$ cat src/logic/plbm_map.svh
//----------------------------------------------------------------------
// Purpose : Constants for the picture level bounce modifier
// Assumes : 50 MHz sample clock, 10-bit composite samples
// Notes   : Offsets, levels, codes and timing figures live here only
//----------------------------------------------------------------------
`ifndef PLBM_MAP_SVH
`define PLBM_MAP_SVH

// ************************************************************
// Mode select codes on the settings port
// ************************************************************
`define PLBM_CODE_PASS    3'h0
`define PLBM_CODE_BRIGHT  3'h1
`define PLBM_CODE_DARK    3'h2
`define PLBM_CODE_ALT     3'h3
`define PLBM_CODE_BOUNCE  3'h4

// ************************************************************
// Line grouping and flat field levels
// ************************************************************
`define PLBM_GROUP_NTSC   3'h5
`define PLBM_GROUP_PAL    3'h4
`define PLBM_LEVEL_FULL   10'h3c0
`define PLBM_LEVEL_ZERO   10'h040

// ************************************************************
// Timing: period code n means (n + 1) half-second steps
// ************************************************************
`define PLBM_CLK_HZ       50000000
`define PLBM_STEP_MS      500
`define PLBM_STEP_CYC     ((`PLBM_CLK_HZ / 1000) * `PLBM_STEP_MS)
`define PLBM_PERIOD_DFLT  2'h1

`endif

$ cat src/logic/plbm_pkg.sv
//----------------------------------------------------------------------
// Purpose : Types shared by the picture level bounce modifier
// Assumes : Nothing beyond the map header
// Notes   : Modes are one-hot
//----------------------------------------------------------------------
package plbm_pkg;

  // One-hot picture level modes
  typedef enum logic [4:0] {
    PASS_THROUGH_MODE       = 5'h01,
    BRIGHT_LEVEL_MODE       = 5'h02,
    DARK_LEVEL_MODE         = 5'h04,
    LEVEL_ALTERNATION_MODE  = 5'h08,
    BOUNCE_MODE             = 5'h10
  } plbm_mode_e;

  // One composite video sample
  typedef logic [9:0] plbm_sample_t;

endpackage : plbm_pkg

$ cat src/logic/plbm_period_timer.sv
//----------------------------------------------------------------------
// Purpose : Counts the alternation period in half-second steps
// Assumes : Step length given in clock cycles by the parent
// Notes   : Emits a one-cycle pulse at the end of each period
//----------------------------------------------------------------------
`timescale 1ns/1ns
`include "plbm_map.svh"

module plbm_period_timer
  import plbm_pkg::*;
#(
  parameter int unsigned STEP_CYC = `PLBM_STEP_CYC
) (
  input  wire logic       i_ref_clk,
  input  wire logic       i_sys_rst,
  input  wire logic       i_run,       // Count only while high
  input  wire logic [1:0] i_steps_m1,  // Half-second steps minus one
  output logic            o_expired    // Period end pulse
);

  logic [24:0] cyc_reg;   // Cycles within the current step
  logic [1:0]  step_reg;  // Steps done within the period
  logic        step_end;  // Last cycle of a step

  assign step_end = (cyc_reg == 25'(STEP_CYC - 1));

  // ************************************************************
  // Step cycle counter
  // ************************************************************
  // Cleared while idle so each period starts whole
  always_ff @(posedge i_ref_clk or posedge i_sys_rst) begin
    if (i_sys_rst) begin
      cyc_reg <= 25'h0000000;
    end else if (!i_run || step_end) begin
      cyc_reg <= 25'h0000000;
    end else begin
      cyc_reg <= cyc_reg + 25'h0000001;
    end
  end

  // Step counter within the period
  always_ff @(posedge i_ref_clk or posedge i_sys_rst) begin
    if (i_sys_rst) begin
      step_reg <= 2'h0;
    end else if (!i_run) begin
      step_reg <= 2'h0;
    end else if (step_end) begin
      // Wrap at the programmed step count
      step_reg <= (step_reg >= i_steps_m1) ? 2'h0 : step_reg + 2'h1;
    end
  end

  // Period end pulse, registered
  always_ff @(posedge i_ref_clk or posedge i_sys_rst) begin
    if (i_sys_rst) begin
      o_expired <= 1'b0;
    end else begin
      o_expired <= i_run && step_end && (step_reg >= i_steps_m1);
    end
  end

endmodule : plbm_period_timer

$ cat src/logic/plbm_modifier.sv
//----------------------------------------------------------------------
// Purpose : Picture level modifier for the main test signal output
// Assumes : Stream inputs come from logic on i_ref_clk
// Notes   : Settings take effect at the next frame start
//----------------------------------------------------------------------
// What this block does
// - Level effects touch only the main output
// - Pass-through forwards the pattern unchanged
// - Bright: groups of 5/4, others full
// - Dark: groups of 5/4, others zero
// - Alternation swaps bright and dark per period
// - Bounce swaps full and zero field per period
// - Period 0.5 to 2 s, alternating modes
// - Default recall: pass-through, one second period
`timescale 1ns/1ns
`include "plbm_map.svh"

module plbm_modifier
  import plbm_pkg::*;
#(
  parameter int unsigned STEP_CYC = `PLBM_STEP_CYC  // Half-second cycles
) (
  input  wire logic         i_ref_clk,
  input  wire logic         i_sys_rst,
  input  wire plbm_sample_t i_main_data,      // Selected pattern sample
  input  wire logic         i_main_active,    // Active video sample
  input  wire logic         i_line_start,     // First sample of a line
  input  wire logic         i_frame_start,    // First sample of a frame
  input  wire plbm_sample_t i_aux_data,       // Other module output
  input  wire logic         i_fmt_pal,        // High for PAL
  input  wire logic [2:0]   i_mode_code,      // Requested mode code
  input  wire logic [1:0]   i_period_code,    // Half-second steps - 1
  input  wire logic         i_settings_load,  // Take mode and period
  input  wire logic         i_default_recall, // Factory default recall
  output plbm_sample_t      o_main_data,      // Modified main sample
  output plbm_sample_t      o_aux_data,       // Untouched other output
  output logic              o_dark_phase      // High in the dark half
);

  // ************************************************************
  // Declarations
  // ************************************************************
  plbm_mode_e   pend_mode_reg;    // Mode waiting for a frame start
  logic [1:0]   pend_period_reg;  // Period waiting for a frame start
  plbm_mode_e   mode_reg;         // Mode in force
  logic [1:0]   period_reg;       // Period in force
  logic [2:0]   line_cnt_reg;     // Line within the group
  logic         phase_reg;        // Low bright/full, high dark/zero
  logic         swap_pend_reg;    // Period ended, awaiting frame
  logic         expired;          // Timer period end
  logic         alternating;      // One of the two alternating modes
  logic [2:0]   group_len;        // Lines per group for the format
  logic         last_line;        // Last line of a group
  plbm_sample_t main_next;        // Next main output sample

  // Decode a mode code; unknown codes fall back to pass-through
  function automatic plbm_mode_e plbm_decode(input logic [2:0] code);
    case (code)
      `PLBM_CODE_BRIGHT: plbm_decode = BRIGHT_LEVEL_MODE;
      `PLBM_CODE_DARK:   plbm_decode = DARK_LEVEL_MODE;
      `PLBM_CODE_ALT:    plbm_decode = LEVEL_ALTERNATION_MODE;
      `PLBM_CODE_BOUNCE: plbm_decode = BOUNCE_MODE;
      default:           plbm_decode = PASS_THROUGH_MODE;
    endcase
  endfunction : plbm_decode

  // ************************************************************
  // Settings
  // ************************************************************
  // Default recall wins
  always_ff @(posedge i_ref_clk or posedge i_sys_rst) begin
    if (i_sys_rst) begin
      pend_mode_reg   <= PASS_THROUGH_MODE;
      pend_period_reg <= `PLBM_PERIOD_DFLT;
    end else if (i_default_recall) begin
      pend_mode_reg   <= plbm_decode(`PLBM_CODE_PASS);
      pend_period_reg <= `PLBM_PERIOD_DFLT;
    end else if (i_settings_load) begin
      pend_mode_reg   <= plbm_decode(i_mode_code);
      pend_period_reg <= i_period_code;
    end
  end

  always_ff @(posedge i_ref_clk or posedge i_sys_rst) begin
    if (i_sys_rst) begin
      mode_reg   <= PASS_THROUGH_MODE;
      period_reg <= `PLBM_PERIOD_DFLT;
    end else if (i_frame_start) begin
      mode_reg   <= pend_mode_reg;
      period_reg <= pend_period_reg;
    end
  end

  // ************************************************************
  // Line grouping
  // ************************************************************
  assign group_len = i_fmt_pal ? `PLBM_GROUP_PAL : `PLBM_GROUP_NTSC;
  assign last_line = (line_cnt_reg == group_len - 3'h1);

  always_ff @(posedge i_ref_clk or posedge i_sys_rst) begin
    if (i_sys_rst) begin
      line_cnt_reg <= 3'h0;
    end else if (i_frame_start) begin
      line_cnt_reg <= 3'h0;          // Groups restart each frame
    end else if (i_line_start) begin
      line_cnt_reg <= last_line ? 3'h0 : line_cnt_reg + 3'h1;
    end
  end

  // ************************************************************
  // Alternation period and phase
  // ************************************************************
  assign alternating = (mode_reg == LEVEL_ALTERNATION_MODE) ||
                       (mode_reg == BOUNCE_MODE);

  plbm_period_timer #(
    .STEP_CYC   (STEP_CYC)
  ) u_timer (
    .i_ref_clk  (i_ref_clk),
    .i_sys_rst  (i_sys_rst),
    .i_run      (alternating),
    .i_steps_m1 (period_reg),
    .o_expired  (expired)
  );

  // Pending swap; a new period end wins over the frame clear
  always_ff @(posedge i_ref_clk or posedge i_sys_rst) begin
    if (i_sys_rst) begin
      swap_pend_reg <= 1'b0;
    end else if (expired) begin
      swap_pend_reg <= 1'b1;
    end else if (i_frame_start || !alternating) begin
      swap_pend_reg <= 1'b0;
    end
  end

  always_ff @(posedge i_ref_clk or posedge i_sys_rst) begin
    if (i_sys_rst) begin
      phase_reg <= 1'b0;
    end else if (i_frame_start) begin
      if (!alternating) begin
        phase_reg <= 1'b0;           // Alternating modes start bright when entered from a non-alternating mode
      end else if (swap_pend_reg) begin
        phase_reg <= ~phase_reg;
      end
    end
  end

  assign o_dark_phase = phase_reg;

  // ************************************************************
  // Main output substitution
  // ************************************************************
  always_comb begin
    main_next = i_main_data;
    case (mode_reg)
      PASS_THROUGH_MODE: begin
        main_next = i_main_data;
      end
      BRIGHT_LEVEL_MODE: begin
        if (i_main_active && !last_line) begin
          main_next = `PLBM_LEVEL_FULL;
        end
      end
      DARK_LEVEL_MODE: begin
        if (i_main_active && !last_line) begin
          main_next = `PLBM_LEVEL_ZERO;
        end
      end
      LEVEL_ALTERNATION_MODE: begin
        if (i_main_active && !last_line) begin
          main_next = phase_reg ? `PLBM_LEVEL_ZERO : `PLBM_LEVEL_FULL;
        end
      end
      BOUNCE_MODE: begin
        if (i_main_active) begin
          main_next = phase_reg ? `PLBM_LEVEL_ZERO : `PLBM_LEVEL_FULL;
        end
      end
      default: begin
        main_next = i_main_data;
      end
    endcase
  end

  // Registered outputs
  always_ff @(posedge i_ref_clk or posedge i_sys_rst) begin
    if (i_sys_rst) begin
      o_main_data <= 10'h000;
    end else begin
      o_main_data <= main_next;
    end
  end

  always_ff @(posedge i_ref_clk or posedge i_sys_rst) begin
    if (i_sys_rst) begin
      o_aux_data <= 10'h000;
    end else begin
      o_aux_data <= i_aux_data;
    end
  end

  // ************************************************************
  // Assertions
  // ************************************************************
  a_aux_untouched: assert property (
    @(posedge i_ref_clk) disable iff (i_sys_rst)
    !$past(i_sys_rst) |-> o_aux_data == $past(i_aux_data))
    else $error("other output altered");

  a_pass_exact: assert property (
    @(posedge i_ref_clk) disable iff (i_sys_rst)
    (mode_reg == PASS_THROUGH_MODE) |=> o_main_data == $past(i_main_data))
    else $error("pass-through changed a sample");

  a_bright_lines: assert property (
    @(posedge i_ref_clk) disable iff (i_sys_rst)
    (mode_reg == BRIGHT_LEVEL_MODE && i_main_active) |=>
    o_main_data == ($past(last_line) ? $past(i_main_data)
                                     : `PLBM_LEVEL_FULL))
    else $error("bright line substitution wrong");

  a_dark_lines: assert property (
    @(posedge i_ref_clk) disable iff (i_sys_rst)
    (mode_reg == DARK_LEVEL_MODE && i_main_active && !last_line) |=>
    o_main_data == `PLBM_LEVEL_ZERO)
    else $error("dark line substitution wrong");

  a_group_bound: assert property (
    @(posedge i_ref_clk) disable iff (i_sys_rst)
    (i_line_start && !i_frame_start && last_line) |=> line_cnt_reg == 3'h0)
    else $error("line group did not wrap");

  a_bounce_level: assert property (
    @(posedge i_ref_clk) disable iff (i_sys_rst)
    (mode_reg == BOUNCE_MODE && i_main_active) |=>
    o_main_data == ($past(phase_reg) ? `PLBM_LEVEL_ZERO
                                     : `PLBM_LEVEL_FULL))
    else $error("bounce level wrong");

  a_alt_swap: assert property (
    @(posedge i_ref_clk) disable iff (i_sys_rst)
    (i_frame_start && alternating && swap_pend_reg) |=>
    phase_reg != $past(phase_reg))
    else $error("phase did not swap at frame");

  a_timer_idle: assert property (
    @(posedge i_ref_clk) disable iff (i_sys_rst)
    !alternating |=> !expired)
    else $error("timer ran outside alternating modes");

  a_recall_dflt: assert property (
    @(posedge i_ref_clk) disable iff (i_sys_rst)
    i_default_recall |=> (pend_mode_reg == PASS_THROUGH_MODE &&
                          pend_period_reg == `PLBM_PERIOD_DFLT))
    else $error("default recall not applied");

  a_frame_apply: assert property (
    @(posedge i_ref_clk) disable iff (i_sys_rst)
    !i_frame_start |=> ($stable(mode_reg) && $stable(phase_reg)))
    else $error("change outside frame boundary");

endmodule : plbm_modifier

$ cat config.mk
export PLATFORM = sky130hd
export DESIGN_NAME = plbm_modifier
export DESIGN_NICKNAME = d
export VERILOG_FILES = /design/src/logic/plbm_pkg.sv /design/src/logic/plbm_period_timer.sv /design/src/logic/plbm_modifier.sv
export VERILOG_INCLUDE_DIRS = /design/src /design/src/logic
export SDC_FILE = /design/constraint.sdc
export NUM_CORES = 1
export LEC_CHECK = 0
export ABC_AREA = 1
export BUFFER_PORTS_ARGS = -buffer_cell sky130_fd_sc_hd__buf_4
export CORE_ASPECT_RATIO = 0.9
export CORE_MARGIN = 1.5
export CORE_UTILIZATION = 56
export DETAILED_ROUTE_END_ITERATION = 8
export PLACE_DENSITY_LB_ADDON = 0.05
export RECOVER_POWER = 25
export SLEW_MARGIN = 10
export SYNTH_ARGS = -nofsm -noshare
export SYNTH_HDL_FRONTEND = slang
export SYNTH_SLANG_ARGS = --single-unit
$ cat constraint.sdc
create_clock -name i_ref_clk -period 2.2 [get_ports i_ref_clk]
set_input_delay 0.22 -clock i_ref_clk [delete_from_list [all_inputs] [get_ports i_ref_clk]]
set_output_delay 0.22 -clock i_ref_clk [all_outputs]
set_load 0.005 [all_outputs]
Word-level counts from Yosys, hierarchy flattened
Cells that the tools add are included.

Register bits after elaboration: 67. Output and inout port bits: 21. Logic and storage cells: 65.

Add/sub/neg operators: 4. $lt $le $gt $ge: 1. Equal/unequal tests: 12. Muxes and demuxes: 23. Bitwise logic cells: 1. Reduce and logical (&&, ||, !) cells: 12.

Operators by type and width (number): 2-to-1 mux 10 bit (5); one-hot mux 10 bit (4 select lines) (1); adder 25 x 1 -> 25 bit, second input constant (1); equality test 25 bit, second input constant (1); 2-to-1 mux 25 bit (1); one-hot mux 5 bit (4 select lines) (1); 2-to-1 mux 2 bit (5); 2-to-1 mux 5 bit (2); 2-to-1 mux 3 bit (3); equality test 3 x 2 -> 1 bit, second input constant (2); nonzero test 2 bit (3); equality test 5 x 2 -> 1 bit, second input constant (1); equality test 5 x 3 -> 1 bit, second input constant (1); equality test 5 x 4 -> 1 bit, second input constant (1); equality test 5 bit, second input constant (1); 2-to-1 mux 1 bit (5); != test 2 bit, second input constant (2); adder 3 x 1 -> 3 bit, second input constant (1); equality test 3 x 1 -> 1 bit, second input constant (1); equality test 3 bit (1); equality test 3 bit, second input constant (1); logical AND 1 bit (3); logical OR 1 bit (3); subtractor 3 x 1 -> 3 bit, second input constant (1); other kinds (5) (6).

Depth between registers and ports, before layout
Word-level depth: 7. Depth in mapped cells: 10.

Cells and area by module
A second synthesis with hierarchy kept.

Cells, all modules: 422. Area total of the unflattened synthesis: 3417.0 um2.

Modules (own cells, without submodules): plbm_period_timer (instances 1, cells each 247, area each 1762.9 um2, sequential area each 700.7 um2); plbm_modifier (instances 1, cells each 175, area each 1654.1 um2, sequential area each 980.9 um2).

Worst setup path after synthesis
OpenSTA, ideal clock, no wires.

Path type: register -> register. Start: reg u_timer.cyc_reg[0]. End: reg u_timer.cyc_reg[18]. Setup time: 0.120 ns. Data arrival time: 1.399 ns. Required time: 2.080 ns. Slack: 0.681 ns. Cell stages (with the launch flop): 10. Buffers on the path: 1. Path through: dfrtp_1 > ha_1 > nand2_2 > nor2_4 > nand2_1 > nor2_1 > nand2_2 > nand2_4 > buf_8 > nor2_1.

Word-level cells in the longest chain between the ends: 3. Elaborated cells on any way between the ends: 4. Those cells by class: 1 x add/sub; 1 x eq/ne; 1 x mux; 1 x reduce/logical.

Ends and longest elaborated chain: from (decl) (line plbm_period_timer.sv:21) `logic [24:0] cyc_reg;`; from (signal assigned) (line plbm_period_timer.sv:37) `cyc_reg <= cyc_reg + 25'h0000001;`; branches (longest 2 deep; another with adder 25 x 1 -> 25 bit); 2-to-1 mux 25 bit * (line plbm_period_timer.sv:34) `end else if (!i_run || step_end) begin`.

Every way passes the cells marked *. A chain may end at the register's enable or synchronous reset.

Worst setup path after layout
Start: reg u_timer.cyc_reg[0]. End: reg u_timer.cyc_reg[24].

The elaborated chain is that of the path after synthesis.

==> impl_metrics.yaml <==
floorplanning:
  dieArea_mm2: 0.00640
  core_region_area_mm2: 0.00569
  x_dimension_of_the_die_um: 84.2
  die-height_um: 76.1
  floorplan.initialDensity_pct: 58.3
  fp_rows: 26
  num_io_pins: 54
timing:
  clock.fmax_mhz: 579
  post-route-period-util_pct: 78.5
  rsz_0062_raised_after_global_routing: "false"
  finalWorstPathRequiredPeriod_ps: 1730
  setup_ws_ps: 473
  slew_viol_final: 0
  finalHoldViolations: 0
  final-setup-viol-count: 0
  fin_worst_skew_ps: 11.3
  max_slew.worst_pin.slew_ps: 963
  final.setup.tns_ps: 0
  maxSlewHeadroom_pct: 35.7
critical_path:
  critical-path-max-stage-delay_ps: 440
  cp_data_arrival_time_ps: 1940
  worst_path_max_delay_cell: "sky130_fd_sc_hd__dfrtp_1"
  worstSetupStartpointType: "flip-flop"
  worst_setup_path_end_kind: "flip-flop"
  required_time_at_the_worst_slack_endpoint_ps: 2410
  setup.worst_path.class: "flip-flop to flip-flop"
  critical_path.max_fanout: 26
  crit_chain: "ha_1 > nand2_2 > nor2_4 > nand2_1 > nor2_1 > nand2_2 > nand2_4 > nor2_1"
  crit-reg2reg-launch: "u_timer.cyc_reg[0]"
  critical_path.reg2reg.endpoint: "u_timer.cyc_reg[24]"
  register_to_register_setup_slack_ps: 470
  r2r_cells: 8
finish:
  fin_cells: 562
  layout-drive-gt1-share_pct: 17.3
  largest_register_ffs: 25
  finalNetCount: 524
  antenna_cells_inserted: 0
  area_delta_synth_final_pct: 22.8
synthesis:
  avgSynthCellArea_um2: 8.02
  netlist_top_cells_area: "sky130_fd_sc_hd__dfrtp_1 47%, sky130_fd_sc_hd__nand2_1 12%, sky130_fd_sc_hd__nor2_1 7.1%"
  postSynth.topFlopCell: "sky130_fd_sc_hd__dfrtp_1"
  mapped_nets: 451
  synthesis.instances: 414
  xor_xnor_portion_of_the_synthesized_cell_area_pct: 4.22
  synthTopCellsByCount: "107 x sky130_fd_sc_hd__nand2_1, 63 x sky130_fd_sc_hd__dfrtp_1, 63 x sky130_fd_sc_hd__nor2_1, 52 x sky130_fd_sc_hd__inv_1, 34 x sky130_fd_sc_hd__nand3_1"
  yosysMostFrequentCell: "sky130_fd_sc_hd__nand2_1"
  dominant_combinational_cell_family_by_area_after_synthesis: "simple AND/OR/NAND/NOR gates"
  synth-simple-area-share_pct: 30.5
  synth.largest_area_cell: "sky130_fd_sc_hd__dfrtp_1"
  synth.yosys.seq_area_share_pct: 50.6
  ys_seq_elements: 67
  synth.lib_cells_used.distinct: 27
  synth.cell_area_mm2: 0.00332
  synth-edff-count: 0
  synth-compound-area-share_pct: 6.10
  post-synth-top-area-fraction_pct: 47.5
  synth_async_sr_flop_share_pct: 100
  multiplexer_fraction_of_the_synthesized_cell_area_pct: 0
  yosys_warnings: 0
  synth_adder_area_share_pct: 1.51
min_path:
  timing.hold.worst.start: "i_main_data[6]"
  holdPathEnd: "o_main_data[6]"
  worst_hold_path.num_cells: 3
  hold_path.class: "input pin to flip-flop"
detailed_routing:
  route.detailed.vias_per_inst: 5.07
  drtAntennaViolNets: 0
  route.vias.total: 2849
  firstDrtPassIters: 5
  detailed_route_iter0_violations: 166
  avgRoutedWirePerCell_um: 12.5
  detail_route.drc_violations: 0
  route.final.wire_length_um: 7020
global_route:
  via_count_of_the_first_global_routing_pass: 2772
  grt_start_max_net_pins: 44
  wire_length_of_the_first_global_routing_pass_um: 12400
  grt_overflow: 0
  grtUsageTotal_pct: 24.5
  antenna_found_initial: 0
clock_network:
  ctsRootBufferMaster: "sky130_fd_sc_hd__clkbuf_8"
  cts_repair_resize_count: 0
  clkSlewWorstSetupHoldPaths_ps: 70
  clk_latency_ps: 340
  post_cts_repair_setup_buffers: 0
  cts_tree: "yes"
  cts_max_path_buffers: 2
  numCtsBuffers: 9
  cts_htree_levels: 3
  cts_sinks: 67
place:
  place_hpwl_um: 4930
  dp.cells: 535
  place_ws_ps: 466
  final_estimated_routing_congestion_in_global_placement: 0.897
  buffer_ports.inserted: 53
pwr:
  power_per_cell_area_mw_per_mm2: 610
  irDropWorstVdd_mv: 0.438
  leakagePower_nw: 1.95
run:
  drv_cap: 0
status:
  result_of_the_run: "finished, final reports clean"
[cells in the final DEF (no fill, tap or decap), types with 3 or more instances in the layout]
master,instances
sky130_fd_sc_hd__nand2_1,107
sky130_fd_sc_hd__a21boi_0,6
sky130_fd_sc_hd__nor3_1,7
sky130_fd_sc_hd__dfrtp_1,63
sky130_fd_sc_hd__nor2_2,4
sky130_fd_sc_hd__nand3_1,34
sky130_fd_sc_hd__dfstp_2,3
sky130_fd_sc_hd__inv_1,52
sky130_fd_sc_hd__clkbuf_8,11
sky130_fd_sc_hd__a21oi_1,9
sky130_fd_sc_hd__buf_4,41
sky130_fd_sc_hd__xnor2_1,5
sky130_fd_sc_hd__ha_1,4
sky130_fd_sc_hd__o21ai_0,18
sky130_fd_sc_hd__dlygate4sd3_1,11
sky130_fd_sc_hd__xor2_1,11
sky130_fd_sc_hd__clkbuf_4,11
sky130_fd_sc_hd__nand4_1,10
sky130_fd_sc_hd__nor2_1,63
sky130_fd_sc_hd__nand2_2,4
[report_power, final]
group / internal, mW / total, mW / leakage, nW / switching, mW
registers: 1.28 / 1.30 / 0.871 / 0.0202
clock network: 0.467 / 0.938 / 0.0884 / 0.471
logic: 0.118 / 0.248 / 0.987 / 0.130
[worst max-delay path: cells and delay by family (launching register included)]
family / cells / cell delay (ps)
and+or+nand+nor: 7 / 890
DFF: 1 / 440
adders and majority gates: 1 / 270
[area by class of cell]
cell class                 count  area [um2]
timing repair buffer          65         524
clock buffer                  12         155
tap                           70        87.6
sequential                    67        1680
clock inverter                 4        25.0
inverter                      53         199
fill                         464        1610
multi-input combinational    291        1410
[metal layers]
layer	part of all wire [%]	vias up	global-route usage (%)
met1	50	1302	34.8
met3	6.1	6	8.13
li1	-	1452	-
met2	43	89	35.7
met4	1.0	0	8.20
met5	0	-	0
[cells by family (layout without fill, tap and decap cells)]
logic type,after synthesis,count (layout)
compound gates,36,36
buf+inv,56,134
xor+xnor,16,16
flops,67,67
fa+ha+maj,4,4
simple gates,235,235
[through the flow]
| step | power (mW) | hold WS (ps) | util (%) | area (um2) |
|---|---|---|---|---|
| final | 2.49 | 62.9 | 71.6 | 4080 |
| after global routing | 2.61 | 55.0 | 71.6 | 4080 |
| after CTS | 2.52 | 53.2 | 71.7 | 4080 |
| after detailed placement | 1.56 | 296 | 66.6 | 3790 |
| after global placement | 1.55 | 284 | 66.6 | 3790 |
| after floorplan | 1.44 | 251 | - | 3320 |
[repair_timing]
action	CTS	global route
hold endpoints to repair	30	0
hold buffers	11	0
endpoints found under the setup margin	0	0
[worst max-delay path by stage]
stage	startpoint	endpoint	slack, ps	depth (start not counted)
floorplan	i_sys_rst	line_cnt_reg[0]	300	1
global placement	u_timer.cyc_reg[0]	u_timer.cyc_reg[11]	530	8
detailed placement	u_timer.cyc_reg[0]	u_timer.cyc_reg[20]	470	8
CTS	u_timer.cyc_reg[0]	u_timer.cyc_reg[24]	450	8
global route	u_timer.cyc_reg[0]	u_timer.step_reg[0]	250	9
finish	u_timer.cyc_reg[0]	u_timer.cyc_reg[24]	470	8
Power figures use the tool's default switching activity.
